## config.mk

```make
export PLATFORM = sky130hd
export DESIGN_NAME = bfw_cmd
export DESIGN_NICKNAME = d
export VERILOG_FILES = /design/src/bfw_pkg.sv /design/src/bfw_cmd.sv /design/src/bfw_fill_gen.sv
export SDC_FILE = /design/constraint.sdc
export NUM_CORES = 1
export LEC_CHECK = 0
export ABC_AREA = 1
export BUFFER_PORTS_ARGS = -buffer_cell sky130_fd_sc_hd__buf_2
export CAP_MARGIN = 5
export CORE_MARGIN = 3
export CORE_UTILIZATION = 32
export CTS_CLUSTER_DIAMETER = 200
export DETAILED_ROUTE_END_ITERATION = 10
export PLACE_DENSITY_LB_ADDON = 0.08
export SETUP_SLACK_MARGIN = 0.02
export SLEW_MARGIN = 0
export SYNTH_ARGS = -nofsm -noshare
export SYNTH_HDL_FRONTEND = slang
export SYNTH_SLANG_ARGS = --single-unit
```

## constraint.sdc

```tcl
create_clock -name clk -period 4.6 [get_ports clk]
set_clock_uncertainty 0.1 [all_clocks]
set_input_delay 0.69 -clock clk [delete_from_list [all_inputs] [get_ports clk]]
set_output_delay 0.69 -clock clk [all_outputs]
set_load 0.02 [all_outputs]
```

## src/bfw_pkg.sv

```systemverilog
/*
 * Shared constants and types for the brightness and fill command block.
 * Assumes an 8-bit host port; parameter words are gathered low byte first.
 */
`default_nettype none

package bfw_pkg;

    // Command codes
    localparam logic [7:0] CMD_WR_BRIGHT = 8'h51;
    localparam logic [7:0] CMD_RD_BRIGHT = 8'h52;
    localparam logic [7:0] CMD_WR_CTRL = 8'h53;
    localparam logic [7:0] CMD_RD_CTRL = 8'h54;
    localparam logic [7:0] CMD_FILL = 8'h6C;
    localparam logic [7:0] CMD_FILL_CONT = 8'h6D;
    localparam logic [7:0] CMD_FILL_CFG = 8'h6F;

    // Parameter bit positions
    localparam int BL_POS = 2;
    localparam int CFG_EN_POS = 4;
    localparam int CFG_C262_POS = 7;

    // Fill word field positions
    localparam int R262_LSB = 2;
    localparam int G262_LSB = 10;
    localparam int B262_LSB = 18;
    localparam int N262_LSB = 24;
    localparam int R65_LSB = 3;
    localparam int G65_HI_LSB = 0;
    localparam int G65_LO_LSB = 13;
    localparam int B65_LSB = 8;
    localparam int N65_LSB = 16;

    // Byte index that completes a word, and the index counting stops at outside a fill
    localparam logic [1:0] TRIG_IDX_262 = 2'h3;
    localparam logic [1:0] TRIG_IDX_65 = 2'h2;
    localparam logic [1:0] LAST_IDX = 2'h3;

    // Values after reset, and read phase codes
    localparam logic [7:0] BRIGHT_RST = 8'h00;
    localparam logic BL_RST = 1'h0;
    localparam logic [7:0] DUMMY_BYTE = 8'h00;
    localparam logic [1:0] PHASE_VALUE = 2'h1;
    localparam logic [1:0] PHASE_DONE = 2'h2;

    typedef struct packed {
        logic [5:0] red;
        logic [5:0] green;
        logic [5:0] blue;
    } bfw_pixel_t;

    typedef struct packed {
        bfw_pixel_t color;
        logic [7:0] count_m1;
        logic cont;
    } bfw_fill_req_t;

    typedef struct packed {
        logic dcx;
        logic wr_n;
        logic rd_n;
        logic [7:0] data;
    } bfw_host_pins_t;

    localparam bfw_host_pins_t HOST_IDLE = '{dcx: 1'h0, wr_n: 1'h1, rd_n: 1'h1, data: 8'h00};

    typedef enum logic [2:0] {
        CTX_IDLE = 3'b000,
        CTX_WR_BRIGHT = 3'b001,
        CTX_RD_BRIGHT = 3'b010,
        CTX_WR_CTRL = 3'b011,
        CTX_RD_CTRL = 3'b100,
        CTX_FILL = 3'b101,
        CTX_FILL_CFG = 3'b110
    } bfw_ctx_t;

endpackage : bfw_pkg

`default_nettype wire

```

## src/bfw_cmd.sv

```systemverilog
/*
 * Host command decoder for brightness, backlight and compressed fill writes.
 * Assumes host pins are asynchronous to clk and held stable for at least
 * three clock periods around each strobe edge; sleep_in and sw_reset come
 * from controller logic on clk.
 */
// Functional notes
// - Brightness read returns a dummy byte, then the stored brightness.
// - Brightness code is monotonic: zero lowest, all ones highest.
// - Stored brightness is cleared while sleep is in effect.
// - Brightness read gives zero when the control bit is zero.
// - With the control bit set, brightness read gives the manual value.
// - Display control write takes one byte; bit 2 is backlight on.
// - Backlight off forces backlight outputs low; on enables them.
// - Display control read returns dummy, then backlight bit at bit 2.
// - Deep colour words: red 7:2, green 15:10, blue 23:18.
// - Deep colour count is bits 31:24 plus one, fill on that byte.
// - Shallow colour: red 7:3, blue 12:8, green from 2:0 and 15:13.
// - Shallow colour count is bits 23:16 plus one; top byte ignored.
// - Colour depth select bit picks deep or shallow word layout.
// - Fill command is followed by words decoded into colour and count.
// - Continue fill command uses the same word layouts.
// - Fill words act only while fill write enable is set.
// - Brightness write command loads the stored brightness.
`timescale 1ns/1ps
`default_nettype none

module bfw_cmd #(
    parameter int ADDR_W = 16,
    parameter int RAM_PIXELS = 65536
) (
    // Clock, reset, enable
    input wire logic clk,
    input wire logic rst_n,
    input wire logic ce,
    // Host port pins
    input wire bfw_pkg::bfw_host_pins_t host_pins,
    output logic [7:0] host_dout,
    output logic host_doe,
    // Controller state
    input wire logic sleep_in,
    input wire logic sw_reset,
    // Backlight
    output logic backlight_en,
    output logic [7:0] backlight_level,
    // Display RAM write port
    output logic ram_we,
    output logic [ADDR_W-1:0] ram_addr,
    output var bfw_pkg::bfw_pixel_t ram_pixel,
    // Status
    output logic fill_busy,
    output logic fill_overrun
);
    import bfw_pkg::*;

    bfw_host_pins_t sync1_r;
    bfw_host_pins_t sync2_r;
    logic wr_n_d_r;
    logic rd_n_d_r;
    bfw_ctx_t ctx_r;
    bfw_ctx_t ctx_nxt;
    logic [1:0] byte_idx_r;
    logic [1:0] byte_idx_nxt;
    logic [1:0] rd_phase_r;
    logic [7:0] brightness_r;
    logic backlight_on_r;
    logic fill_en_r;
    logic c262_r;
    logic cont_mode_r;
    logic first_r;
    logic [31:0] word_r;
    logic [31:0] word_nxt;
    logic pend_valid_r;
    bfw_fill_req_t pend_r;
    logic overrun_r;
    logic [7:0] host_dout_r;
    logic [7:0] level_r;
    logic bl_en_r;

    logic wr_rise;
    logic rd_rise;
    logic cmd_wr;
    logic par_wr;
    logic [7:0] pin_byte;
    logic fill_ctx;
    logic read_ctx;
    logic [1:0] trig_idx;
    logic trig;
    logic taken;
    logic gen_ready;
    logic pend_load;
    bfw_pixel_t pix262;
    bfw_pixel_t pix65;
    bfw_fill_req_t req_nxt;
    logic [7:0] bright_rd;
    logic [7:0] ctrl_rd;
    logic [7:0] rd_val;

    // Two stages before any logic looks at the pins
    always_ff @(posedge clk) begin
        if (!rst_n) begin
            sync1_r <= HOST_IDLE;
            sync2_r <= HOST_IDLE;
            wr_n_d_r <= 1'h1;
            rd_n_d_r <= 1'h1;
        end else if (ce) begin
            sync1_r <= host_pins;
            sync2_r <= sync1_r;
            wr_n_d_r <= sync2_r.wr_n;
            rd_n_d_r <= sync2_r.rd_n;
        end
    end

    assign wr_rise = sync2_r.wr_n & ~wr_n_d_r;
    assign rd_rise = sync2_r.rd_n & ~rd_n_d_r;
    assign cmd_wr = wr_rise & ~sync2_r.dcx;
    assign par_wr = wr_rise & sync2_r.dcx;
    assign pin_byte = sync2_r.data;

    // Unknown codes park the decoder so stray parameters do nothing
    assign ctx_nxt = (pin_byte == CMD_WR_BRIGHT) ? CTX_WR_BRIGHT :
                     (pin_byte == CMD_RD_BRIGHT) ? CTX_RD_BRIGHT :
                     (pin_byte == CMD_WR_CTRL) ? CTX_WR_CTRL :
                     (pin_byte == CMD_RD_CTRL) ? CTX_RD_CTRL :
                     (pin_byte == CMD_FILL) ? CTX_FILL :
                     (pin_byte == CMD_FILL_CONT) ? CTX_FILL :
                     (pin_byte == CMD_FILL_CFG) ? CTX_FILL_CFG :
                     CTX_IDLE;

    assign fill_ctx = (ctx_r == CTX_FILL);
    assign read_ctx = (ctx_r == CTX_RD_BRIGHT) || (ctx_r == CTX_RD_CTRL);
    assign byte_idx_nxt = (fill_ctx || byte_idx_r != LAST_IDX) ? byte_idx_r + 2'h1 : LAST_IDX;

    // Current parameter word with the arriving byte merged in
    always_comb begin
        word_nxt = word_r;
        word_nxt[{byte_idx_r, 3'h0} +: 8] = pin_byte;
    end

    assign pix262.red = word_nxt[R262_LSB +: 6];
    assign pix262.green = word_nxt[G262_LSB +: 6];
    assign pix262.blue = word_nxt[B262_LSB +: 6];
    // Five-bit channels widened by repeating their top bit
    assign pix65.red = {word_nxt[R65_LSB +: 5], word_nxt[R65_LSB + 4]};
    assign pix65.green = {word_nxt[G65_HI_LSB +: 3], word_nxt[G65_LO_LSB +: 3]};
    assign pix65.blue = {word_nxt[B65_LSB +: 5], word_nxt[B65_LSB + 4]};

    assign req_nxt.color = c262_r ? pix262 : pix65;
    assign req_nxt.count_m1 = c262_r ? word_nxt[N262_LSB +: 8] : word_nxt[N65_LSB +: 8];
    assign req_nxt.cont = cont_mode_r | ~first_r;
    assign trig_idx = c262_r ? TRIG_IDX_262 : TRIG_IDX_65;
    assign trig = par_wr & fill_ctx & fill_en_r & (byte_idx_r == trig_idx);

    assign taken = pend_valid_r & gen_ready;
    assign pend_load = trig & (~pend_valid_r | taken);

    assign bright_rd = backlight_on_r ? brightness_r : 8'h00;
    assign ctrl_rd = 8'(backlight_on_r) << BL_POS;
    assign rd_val = (rd_phase_r != PHASE_VALUE) ? DUMMY_BYTE :
                    (ctx_r == CTX_RD_BRIGHT) ? bright_rd :
                    (ctx_r == CTX_RD_CTRL) ? ctrl_rd :
                    DUMMY_BYTE;

    // Decoder context and parameter counters
    always_ff @(posedge clk) begin
        if (!rst_n) begin
            ctx_r <= CTX_IDLE;
            byte_idx_r <= 2'h0;
            rd_phase_r <= 2'h0;
            cont_mode_r <= 1'h0;
            first_r <= 1'h0;
            word_r <= 32'h0000_0000;
        end else if (ce) begin
            if (sw_reset) begin
                ctx_r <= CTX_IDLE;
                byte_idx_r <= 2'h0;
                rd_phase_r <= 2'h0;
            end else if (cmd_wr) begin
                ctx_r <= ctx_nxt;
                byte_idx_r <= 2'h0;
                rd_phase_r <= 2'h0;
                cont_mode_r <= (pin_byte == CMD_FILL_CONT);
                first_r <= (pin_byte == CMD_FILL);
                word_r <= 32'h0000_0000;
            end else begin
                if (par_wr) begin
                    byte_idx_r <= byte_idx_nxt;
                    word_r <= word_nxt;
                end
                if (trig) begin
                    first_r <= 1'h0;
                end
                if (rd_rise && read_ctx && rd_phase_r != PHASE_DONE) begin
                    rd_phase_r <= rd_phase_r + 2'h1;
                end
            end
        end
    end

    // Software visible settings
    always_ff @(posedge clk) begin
        if (!rst_n) begin
            brightness_r <= BRIGHT_RST;
            backlight_on_r <= BL_RST;
            fill_en_r <= 1'h0;
            c262_r <= 1'h0;
        end else if (ce) begin
            if (sw_reset) begin
                brightness_r <= BRIGHT_RST;
                backlight_on_r <= BL_RST;
            end else begin
                if (sleep_in) begin
                    brightness_r <= BRIGHT_RST;
                end else if (par_wr && ctx_r == CTX_WR_BRIGHT && byte_idx_r == 2'h0) begin
                    brightness_r <= pin_byte;
                end
                if (par_wr && ctx_r == CTX_WR_CTRL && byte_idx_r == 2'h0) begin
                    backlight_on_r <= pin_byte[BL_POS];
                end
                if (par_wr && ctx_r == CTX_FILL_CFG && byte_idx_r == 2'h0) begin
                    fill_en_r <= pin_byte[CFG_EN_POS];
                    c262_r <= pin_byte[CFG_C262_POS];
                end
            end
        end
    end

    // One word waits here while the engine is busy
    always_ff @(posedge clk) begin
        if (!rst_n) begin
            pend_valid_r <= 1'h0;
            pend_r <= '0;
            overrun_r <= 1'h0;
        end else if (ce) begin
            if (pend_load) begin
                pend_valid_r <= 1'h1;
                pend_r <= req_nxt;
            end else if (taken) begin
                pend_valid_r <= 1'h0;
            end
            // A new overrun wins over a software reset in the same cycle
            overrun_r <= (trig & ~pend_load) | (overrun_r & ~sw_reset);
        end
    end

    // Outputs from flops; backlight lines low whenever it is off
    always_ff @(posedge clk) begin
        if (!rst_n) begin
            host_dout_r <= DUMMY_BYTE;
            level_r <= 8'h00;
            bl_en_r <= 1'h0;
        end else if (ce) begin
            host_dout_r <= rd_val;
            level_r <= bright_rd;
            bl_en_r <= backlight_on_r;
        end
    end

    bfw_fill_gen #(
        .ADDR_W(ADDR_W),
        .RAM_PIXELS(RAM_PIXELS)
    ) u_fill (
        .clk(clk),
        .rst_n(rst_n),
        .ce(ce),
        .req_valid(pend_valid_r),
        .req_ready(gen_ready),
        .req(pend_r),
        .pix_we(ram_we),
        .pix_addr(ram_addr),
        .pix_data(ram_pixel)
    );

    assign host_dout = host_dout_r;
    assign host_doe = read_ctx & ~sync2_r.rd_n;
    assign backlight_en = bl_en_r;
    assign backlight_level = level_r;
    assign fill_busy = pend_valid_r | ~gen_ready;
    assign fill_overrun = overrun_r;
endmodule : bfw_cmd

`default_nettype wire

```

## src/bfw_fill_gen.sv

```systemverilog
/*
 * Pixel fill engine: writes one colour into N consecutive RAM pixels.
 * Assumes requests come from the command decoder on the same clock.
 */
`timescale 1ns/1ps
`default_nettype none

module bfw_fill_gen #(
    parameter int ADDR_W = 16,
    parameter int RAM_PIXELS = 65536
) (
    // Clock, reset, enable
    input wire logic clk,
    input wire logic rst_n,
    input wire logic ce,
    // Fill request
    input wire logic req_valid,
    output logic req_ready,
    input wire bfw_pkg::bfw_fill_req_t req,
    // RAM write port
    output logic pix_we,
    output logic [ADDR_W-1:0] pix_addr,
    output var bfw_pkg::bfw_pixel_t pix_data
);
    import bfw_pkg::*;

    if (RAM_PIXELS < 2 || RAM_PIXELS > 2 ** ADDR_W) begin : g_bad_size
        $error("RAM_PIXELS does not fit ADDR_W");
    end

    localparam logic [ADDR_W-1:0] LAST_ADDR = ADDR_W'(RAM_PIXELS - 1);

    logic active_r;
    logic [7:0] left_r;
    bfw_pixel_t color_r;
    logic [ADDR_W-1:0] addr_r;
    logic pix_we_r;
    logic [ADDR_W-1:0] pix_addr_r;
    bfw_pixel_t pix_data_r;
    logic take;
    logic [ADDR_W-1:0] addr_step;

    assign req_ready = ~active_r;
    assign take = req_valid & ~active_r;
    // Wraps so a long stream never leaves the array
    assign addr_step = (addr_r == LAST_ADDR) ? '0 : addr_r + 1'b1;

    always_ff @(posedge clk) begin
        if (!rst_n) begin
            active_r <= 1'h0;
            left_r <= 8'h00;
            color_r <= '0;
            addr_r <= '0;
            pix_we_r <= 1'h0;
            pix_addr_r <= '0;
            pix_data_r <= '0;
        end else if (ce) begin
            pix_we_r <= active_r;
            if (active_r) begin
                pix_addr_r <= addr_r;
                pix_data_r <= color_r;
                addr_r <= addr_step;
                left_r <= left_r - 8'h01;
                active_r <= (left_r != 8'h00);
            end else if (take) begin
                active_r <= 1'h1;
                left_r <= req.count_m1;
                color_r <= req.color;
                if (!req.cont) begin
                    addr_r <= '0;
                end
            end
        end
    end

    assign pix_we = pix_we_r;
    assign pix_addr = pix_addr_r;
    assign pix_data = pix_data_r;
endmodule : bfw_fill_gen

`default_nettype wire

```

Word level (Yosys, flattened, before mapping)
Cells that the tools add are included.
{"block": "op_classes", "add_sub_neg": 5, "n_mul": 0, "div_mod_pow": 0, "order_cmp": 0, "eq_ne": 19, "shift": 2, "mux": 43, "bitwise_logic": 25, "n_reduce_logical": 36}
{"operator": "two-way mux 8 bit", "count": 9}
{"operator": "two-way mux 16 bit", "count": 4}
{"operator": "two-way mux 32 bit", "count": 2}
{"operator": "equality test 8 x 7 -> 1 bit, second input constant", "count": 7}
{"operator": "bitwise mux 32 bit", "count": 1}
{"operator": "variable shift 8 x 7 -> 32 bit, first input constant", "count": 1}
{"operator": "variable part select 8 x 7 -> 32 bit", "count": 1}
{"operator": "two-way mux 3 bit", "count": 10}
{"operator": "AND reduction 2 bit", "count": 9}
{"operator": "AND reduction 3 bit", "count": 6}
{"operator": "adder 16 x 1 -> 16 bit, second input constant", "count": 1}
{"operator": "equality test 16 bit, second input constant", "count": 1}
{"operator": "two-way mux 2 bit", "count": 7}
{"operator": "two-way mux 13 bit", "count": 1}
{"operator": "AND 1 bit", "count": 12}
{"operator": "nonzero test 2 bit", "count": 6}
{"operator": "equality test 3 bit, second input constant", "count": 3}
{"operator": "two-way mux 1 bit", "count": 9}
{"operator": "NOT 1 bit", "count": 9}
{"operator": "nonzero test 3 bit", "count": 3}
{"operator": "logical AND 1 bit", "count": 8}
{"operator": "nonzero test 8 bit", "count": 1}
{"operator": "subtractor 8 x 1 -> 8 bit, second input constant", "count": 1}
{"operator": "negator 5 -> 7 bit", "count": 1}
{"operator": "9 further kinds", "count": 17}
{"block": "word_totals", "register_bits": 200, "latchBits": 0, "ram_bits": 0, "mem_bits_ro": 0, "inputBits": 16, "output_inout_bits": 55, "word_cells": 171, "n_memories": 0}

Depth between registers and ports, before layout
{"block": "depth", "word_depth": 10, "ltp_mapped": 11, "depth_no_buf": 9}

Hierarchy
A second synthesis with hierarchy kept.
{"block": "unflattened", "hier_cells": 1280, "area_unflattened_um2": 8768.4}
{"module": "bfw_cmd", "n_inst": 1, "cells_per_inst": 843, "area_each_um2": 5584.1, "seq_area_each_um2": 2442.3}
{"module": "bfw_fill_gen", "n_inst": 1, "cells_per_inst": 437, "area_each_um2": 3184.3, "seq_area_each_um2": 1561.5}

Worst setup path after synthesis
OpenSTA, ideal clock, no wires.
{"block": "synth_timing", "kind": "reg2reg", "start": "reg byte_idx_r[0]", "end": "reg pend_r[21] (netlist name)", "setup_ns": 0.064, "arrival_ns": 1.612, "t_required_ns": 4.436, "slack_ns": 2.824, "stages_incl_launch_ff": 10, "n_path_buf": 0, "period_less_slack_ns": 1.776, "path_cell_list": "dfxtp_1 > inv_1 > ha_1 > nor2_1 > nand4_1 > o21ai_0 > nand2_1 > nand2_1 > nor2_1 > nor2_1"}
{"block": "synth_via", "elab_chain_len": 4, "word_cells_on_any_way": 9, "cone_classes": "1 x add/sub; 1 x eq/ne; 2 x shift; 2 x mux; 2 x bitwise; 1 x reduce/logical"}
{"element": "start, declared", "line": "bfw_cmd.sv:62", "text": "logic [1:0] byte_idx_r;"}
{"element": "start signal, assigned", "line": "bfw_cmd.sv:187", "text": "byte_idx_r <= byte_idx_nxt;"}
{"element": "negator 5 -> 7 bit or equality test 2 bit (tied branches)", "line": "bfw_cmd.sv:137, bfw_cmd.sv:152"}
{"element": "variable part select 8 x 7 -> 32 bit (tied with other cells)", "line": "bfw_cmd.sv:137", "text": "word_nxt[{byte_idx_r, 3'h0} +: 8] = pin_byte;"}
{"element": "bitwise mux 32 bit or AND 1 bit (tied branches)", "line": "bfw_cmd.sv:137, bfw_cmd.sv:155"}
{"element": "two-way mux 13 bit or AND reduction 2 bit (tied branches)"}
{"element": "end signal, assigned", "line": "bfw_cmd.sv:237", "text": "pend_r <= req_nxt;"}
{"element": "end, declared", "line": "bfw_cmd.sv:74", "text": "bfw_fill_req_t pend_r;"}
Parallel ways exist; a longest one is shown, timed or not.
A chain may end at the register's enable or synchronous reset.

Worst setup path after layout
{"block": "layout_timing", "start": "reg u_fill.active_r", "end": "reg u_fill.addr_r[13]"}
{"block": "layout_via", "elab_chain_len": 4, "word_cells_on_any_way": 6, "cone_classes": "1 x eq/ne; 1 x mux; 2 x bitwise; 2 x reduce/logical"}
{"element": "start, declared", "line": "bfw_fill_gen.sv:33", "text": "logic active_r;"}
{"element": "start signal, assigned", "line": "bfw_fill_gen.sv:64", "text": "active_r <= (left_r != 8'h00);"}
{"element": "NOT 1 bit (no source line)"}
{"element": "AND 1 bit", "line": "bfw_fill_gen.sv:44", "text": "assign take = req_valid & ~active_r;"}
{"element": "nonzero test 2 bit (no source line)"}
{"element": "AND reduction 3 bit (no source line)"}
{"element": "end signal, assigned", "line": "bfw_fill_gen.sv:62", "text": "addr_r <= addr_step;"}
{"element": "end, declared", "line": "bfw_fill_gen.sv:36", "text": "logic [ADDR_W-1:0] addr_r;"}
Parallel ways exist; a longest one is shown, timed or not.

==> impl_metrics.xml <==
<?xml version="1.0" encoding="UTF-8"?>
<metrics>
  <group name="clock_tree">
    <metric name="clock-sinks" unit="">200</metric>
    <metric name="cts_setup_buffers" unit="">0</metric>
    <metric name="cts_inserted_buffers" unit="">17</metric>
    <metric name="cts_tree" unit="">done</metric>
    <metric name="max-clock-path-buffers" unit="">2</metric>
    <metric name="h-tree-depth" unit="">4</metric>
    <metric name="cts-resized-gates" unit="">0</metric>
    <metric name="clk_pin_slew_worst_paths" unit="ns">0.09</metric>
    <metric name="cts.root.buffer_cell" unit="">clkbuf_16</metric>
    <metric name="clkLatencyLatePin" unit="ns">0.44</metric>
    <metric name="cts.hold.buffers_added" unit="">0</metric>
  </group>
  <group name="sta">
    <metric name="fin_crit_sh" unit="%">59.6</metric>
    <metric name="rsz_0062_raised_after_global_routing" unit="">no</metric>
    <metric name="maxSlewViolCount" unit="">0</metric>
    <metric name="finalSetupViolations" unit="">0</metric>
    <metric name="tightestPinTransition" unit="ns">0.936</metric>
    <metric name="setup_tns_final" unit="ns">0</metric>
    <metric name="fin_crit" unit="ns">2.74</metric>
    <metric name="maxSlewHeadroom" unit="%">37.4</metric>
    <metric name="final_hold_viol_count" unit="">0</metric>
    <metric name="achievable-frequency" unit="GHz">0.365</metric>
  </group>
  <group name="placement">
    <metric name="final_estimated_routing_congestion_in_global_placement" unit="">0.804</metric>
    <metric name="hpwl" unit="mm">16.5</metric>
    <metric name="placement.cell_area" unit="um^2">9350</metric>
    <metric name="io_buffers" unit="">70</metric>
  </group>
  <group name="critical_path">
    <metric name="cp_data_required_time" unit="ns">4.81</metric>
    <metric name="highest_fanout_seen_on_the_critical_path" unit="">29</metric>
    <metric name="type_of_element_launching_the_critical_path" unit="">register</metric>
    <metric name="timing.critical_path.arrival" unit="ns">2.96</metric>
    <metric name="cp-end-kind" unit="">register</metric>
    <metric name="worstSetupPathType" unit="">register to register</metric>
  </group>
  <group name="route">
    <metric name="finalWirelength" unit="mm">24.4</metric>
    <metric name="post-route-drc-count" unit="">0</metric>
    <metric name="drt_iter0_drcs" unit="">425</metric>
    <metric name="post_drt_via_cell_ratio" unit="">4.74</metric>
    <metric name="detailed_route_wire_length_per_cell" unit="um">14.8</metric>
    <metric name="num_vias" unit="">7832</metric>
    <metric name="drtAntennaViolNets" unit="">0</metric>
    <metric name="first_pass_iters" unit="">4</metric>
  </group>
  <group name="global_route">
    <metric name="grt_total_usage" unit="%">16.7</metric>
    <metric name="global_route_wire_length_before_repair" unit="mm">39.7</metric>
    <metric name="first_global_vias" unit="">7437</metric>
    <metric name="globalRouteOverflowTotal" unit="">0</metric>
    <metric name="maximum_number_of_pins_on_one_net_before_global_route_repair" unit="">87</metric>
    <metric name="antenna_found_initial" unit="">0</metric>
  </group>
  <group name="cells_and_area">
    <metric name="synthToLayoutAreaGrowth" unit="%">13.5</metric>
    <metric name="finish.instance_area" unit="um^2">10000</metric>
    <metric name="fin_nets" unit="">1324</metric>
    <metric name="layout_commonest_cell" unit="">nand2_1</metric>
    <metric name="layout.cells.most_common_list" unit="">nand2_1, dfxtp_1, nor2_1</metric>
    <metric name="antenna_cells" unit="">0</metric>
    <metric name="share_of_final_layout_standard_cells_stronger_than_drive_strength_1" unit="%">10.1</metric>
  </group>
  <group name="die">
    <metric name="die_w" unit="um">172</metric>
    <metric name="overall_die_area" unit="um^2">29600</metric>
    <metric name="top_level_ports" unit="">71</metric>
    <metric name="die_y" unit="um">172</metric>
    <metric name="starting_utilization_of_the_core_area" unit="%">32.6</metric>
    <metric name="fp-row-count" unit="">60</metric>
    <metric name="placeableCoreArea" unit="um^2">27000</metric>
  </group>
  <group name="synth">
    <metric name="postSynth.topFlopCell" unit="">dfxtp_1</metric>
    <metric name="synth_fp_nets" unit="">1297</metric>
    <metric name="yosys_warnings" unit="">0</metric>
    <metric name="synth_area_per_cell" unit="um^2">6.94</metric>
    <metric name="synth.cell_area" unit="um^2">8820</metric>
    <metric name="synth_sequential_area_ratio" unit="%">45.4</metric>
    <metric name="synth_cell_type_count" unit="">35</metric>
    <metric name="postSynthRegisterBits" unit="">200</metric>
    <metric name="synth-edff-count" unit="">0</metric>
    <metric name="syn_inst" unit="">1271</metric>
    <metric name="ys_async_sr_fraction" unit="%">0</metric>
  </group>
  <group name="pwr">
    <metric name="pwr_density_cell" unit="nW/um^2">360</metric>
    <metric name="post-layout-total-power" unit="W">0.00361</metric>
    <metric name="leakagePower" unit="nW">4.07</metric>
    <metric name="vdd_ir_drop_max" unit="uV">198</metric>
  </group>
  <group name="status">
    <metric name="run_status" unit="">finished, final reports clean</metric>
  </group>
  <group name="run">
    <metric name="maxCapViolations" unit="">0</metric>
  </group>
  <group name="worst_hold_path">
    <metric name="hold_path.class" unit="">register to register</metric>
  </group>
</metrics>
synthesized netlist by cell type (10+ instances only):
library cell,count,area [um^2]
a21oi_1,113,566
buf_2,14,70.1
clkbuf_1,47,176
dfxtp_1,200,4000
ha_1,10,125
inv_1,109,409
nand2_1,332,1250
nand3_1,51,255
nand4_1,25,156
nor2_1,185,694
o21ai_0,113,566
o22ai_1,17,106
routing by layer:
layer  up-vias  GRT usage (%)  part of all wire, %
met3        13           2.83                  2.4
met4         0           3.05                 0.59
met1      3587           23.0                   49
li1       4139              -                    -
met5         -              0                    0
met2        93           28.1                   48
where the power goes:
group / switching (W) / internal (W)
clock network: 0.000818 / 0.000863
registers: 0.0000239 / 0.00175
logic: 0.000118 / 0.0000380
layout make-up:
type,count,area (um^2)
inverters,112,420
multi-input cells,889,4090
repair buffers,78,413
clock inverters,15,236
well taps,341,427
clock buffers,17,425
fillers,2964,17000
flip-flops and latches,200,4000
stage by stage:
step | hold slack (ns) | setup slack (ns) | util (%) | std cells
global route | 0.368 | 1.51 | 37.0 | 1652
finish | 0.355 | 1.86 | 37.0 | 1652
detailed placement | 0.346 | 1.80 | 34.6 | 1620
global placement | 0.341 | 1.84 | 34.6 | 1620
floorplan | 0.329 | 2.82 | - | 1271
CTS | 0.348 | 1.79 | 37.0 | 1652
path summary, 6_finish.rpt:
kind	from	to	slack (ns)	depth (start not counted)
worst max-delay path	u_fill.active_r	u_fill.addr_r[13]	1.86	5
worst min-delay path	pend_r[25]	u_fill.color_r[16]	0.35	2
worst max register to register	u_fill.active_r	u_fill.addr_r[13]	1.86	5
worst min register to register	pend_r[25]	u_fill.color_r[16]	0.35	2
sequential cells by signal, summed over array words and instances (netlist names), 2 cells and up:
signal	count
backlight_level	8
brightness_r	8
byte_idx_r	2
ctx_r	3
host_dout	8
pend_r	27
pin_byte	8
rd_phase_r	2
sync1_r	11
sync2_r	3
u_fill.addr_r	16
u_fill.color_r	18
u_fill.left_r	8
u_fill.pix_addr	16
u_fill.pix_data	18
word_r	32
critical path, cell delays in order, from the launching register on:
cell	delay (ns)
dfxtp_1	0.70
nand2_1	0.71
o21ai_2	0.50
nand2_1	0.14
nand2_1	0.38
nor2_1	0.09
cell families after synthesis:
| family | after synthesis | synth area share (%) |
|---|---|---|
| adders and majority gates | 10 | 1.42 |
| buffers and inverters | 182 | 8.32 |
| xor gates and xnor gates | 6 | 0.596 |
| AOI/OAI and AO/OA | 255 | 15.1 |
| and+or+nand+nor | 618 | 29.2 |
| DFF | 200 | 45.4 |
No activity file was read; power rests on OpenSTA's default activity.
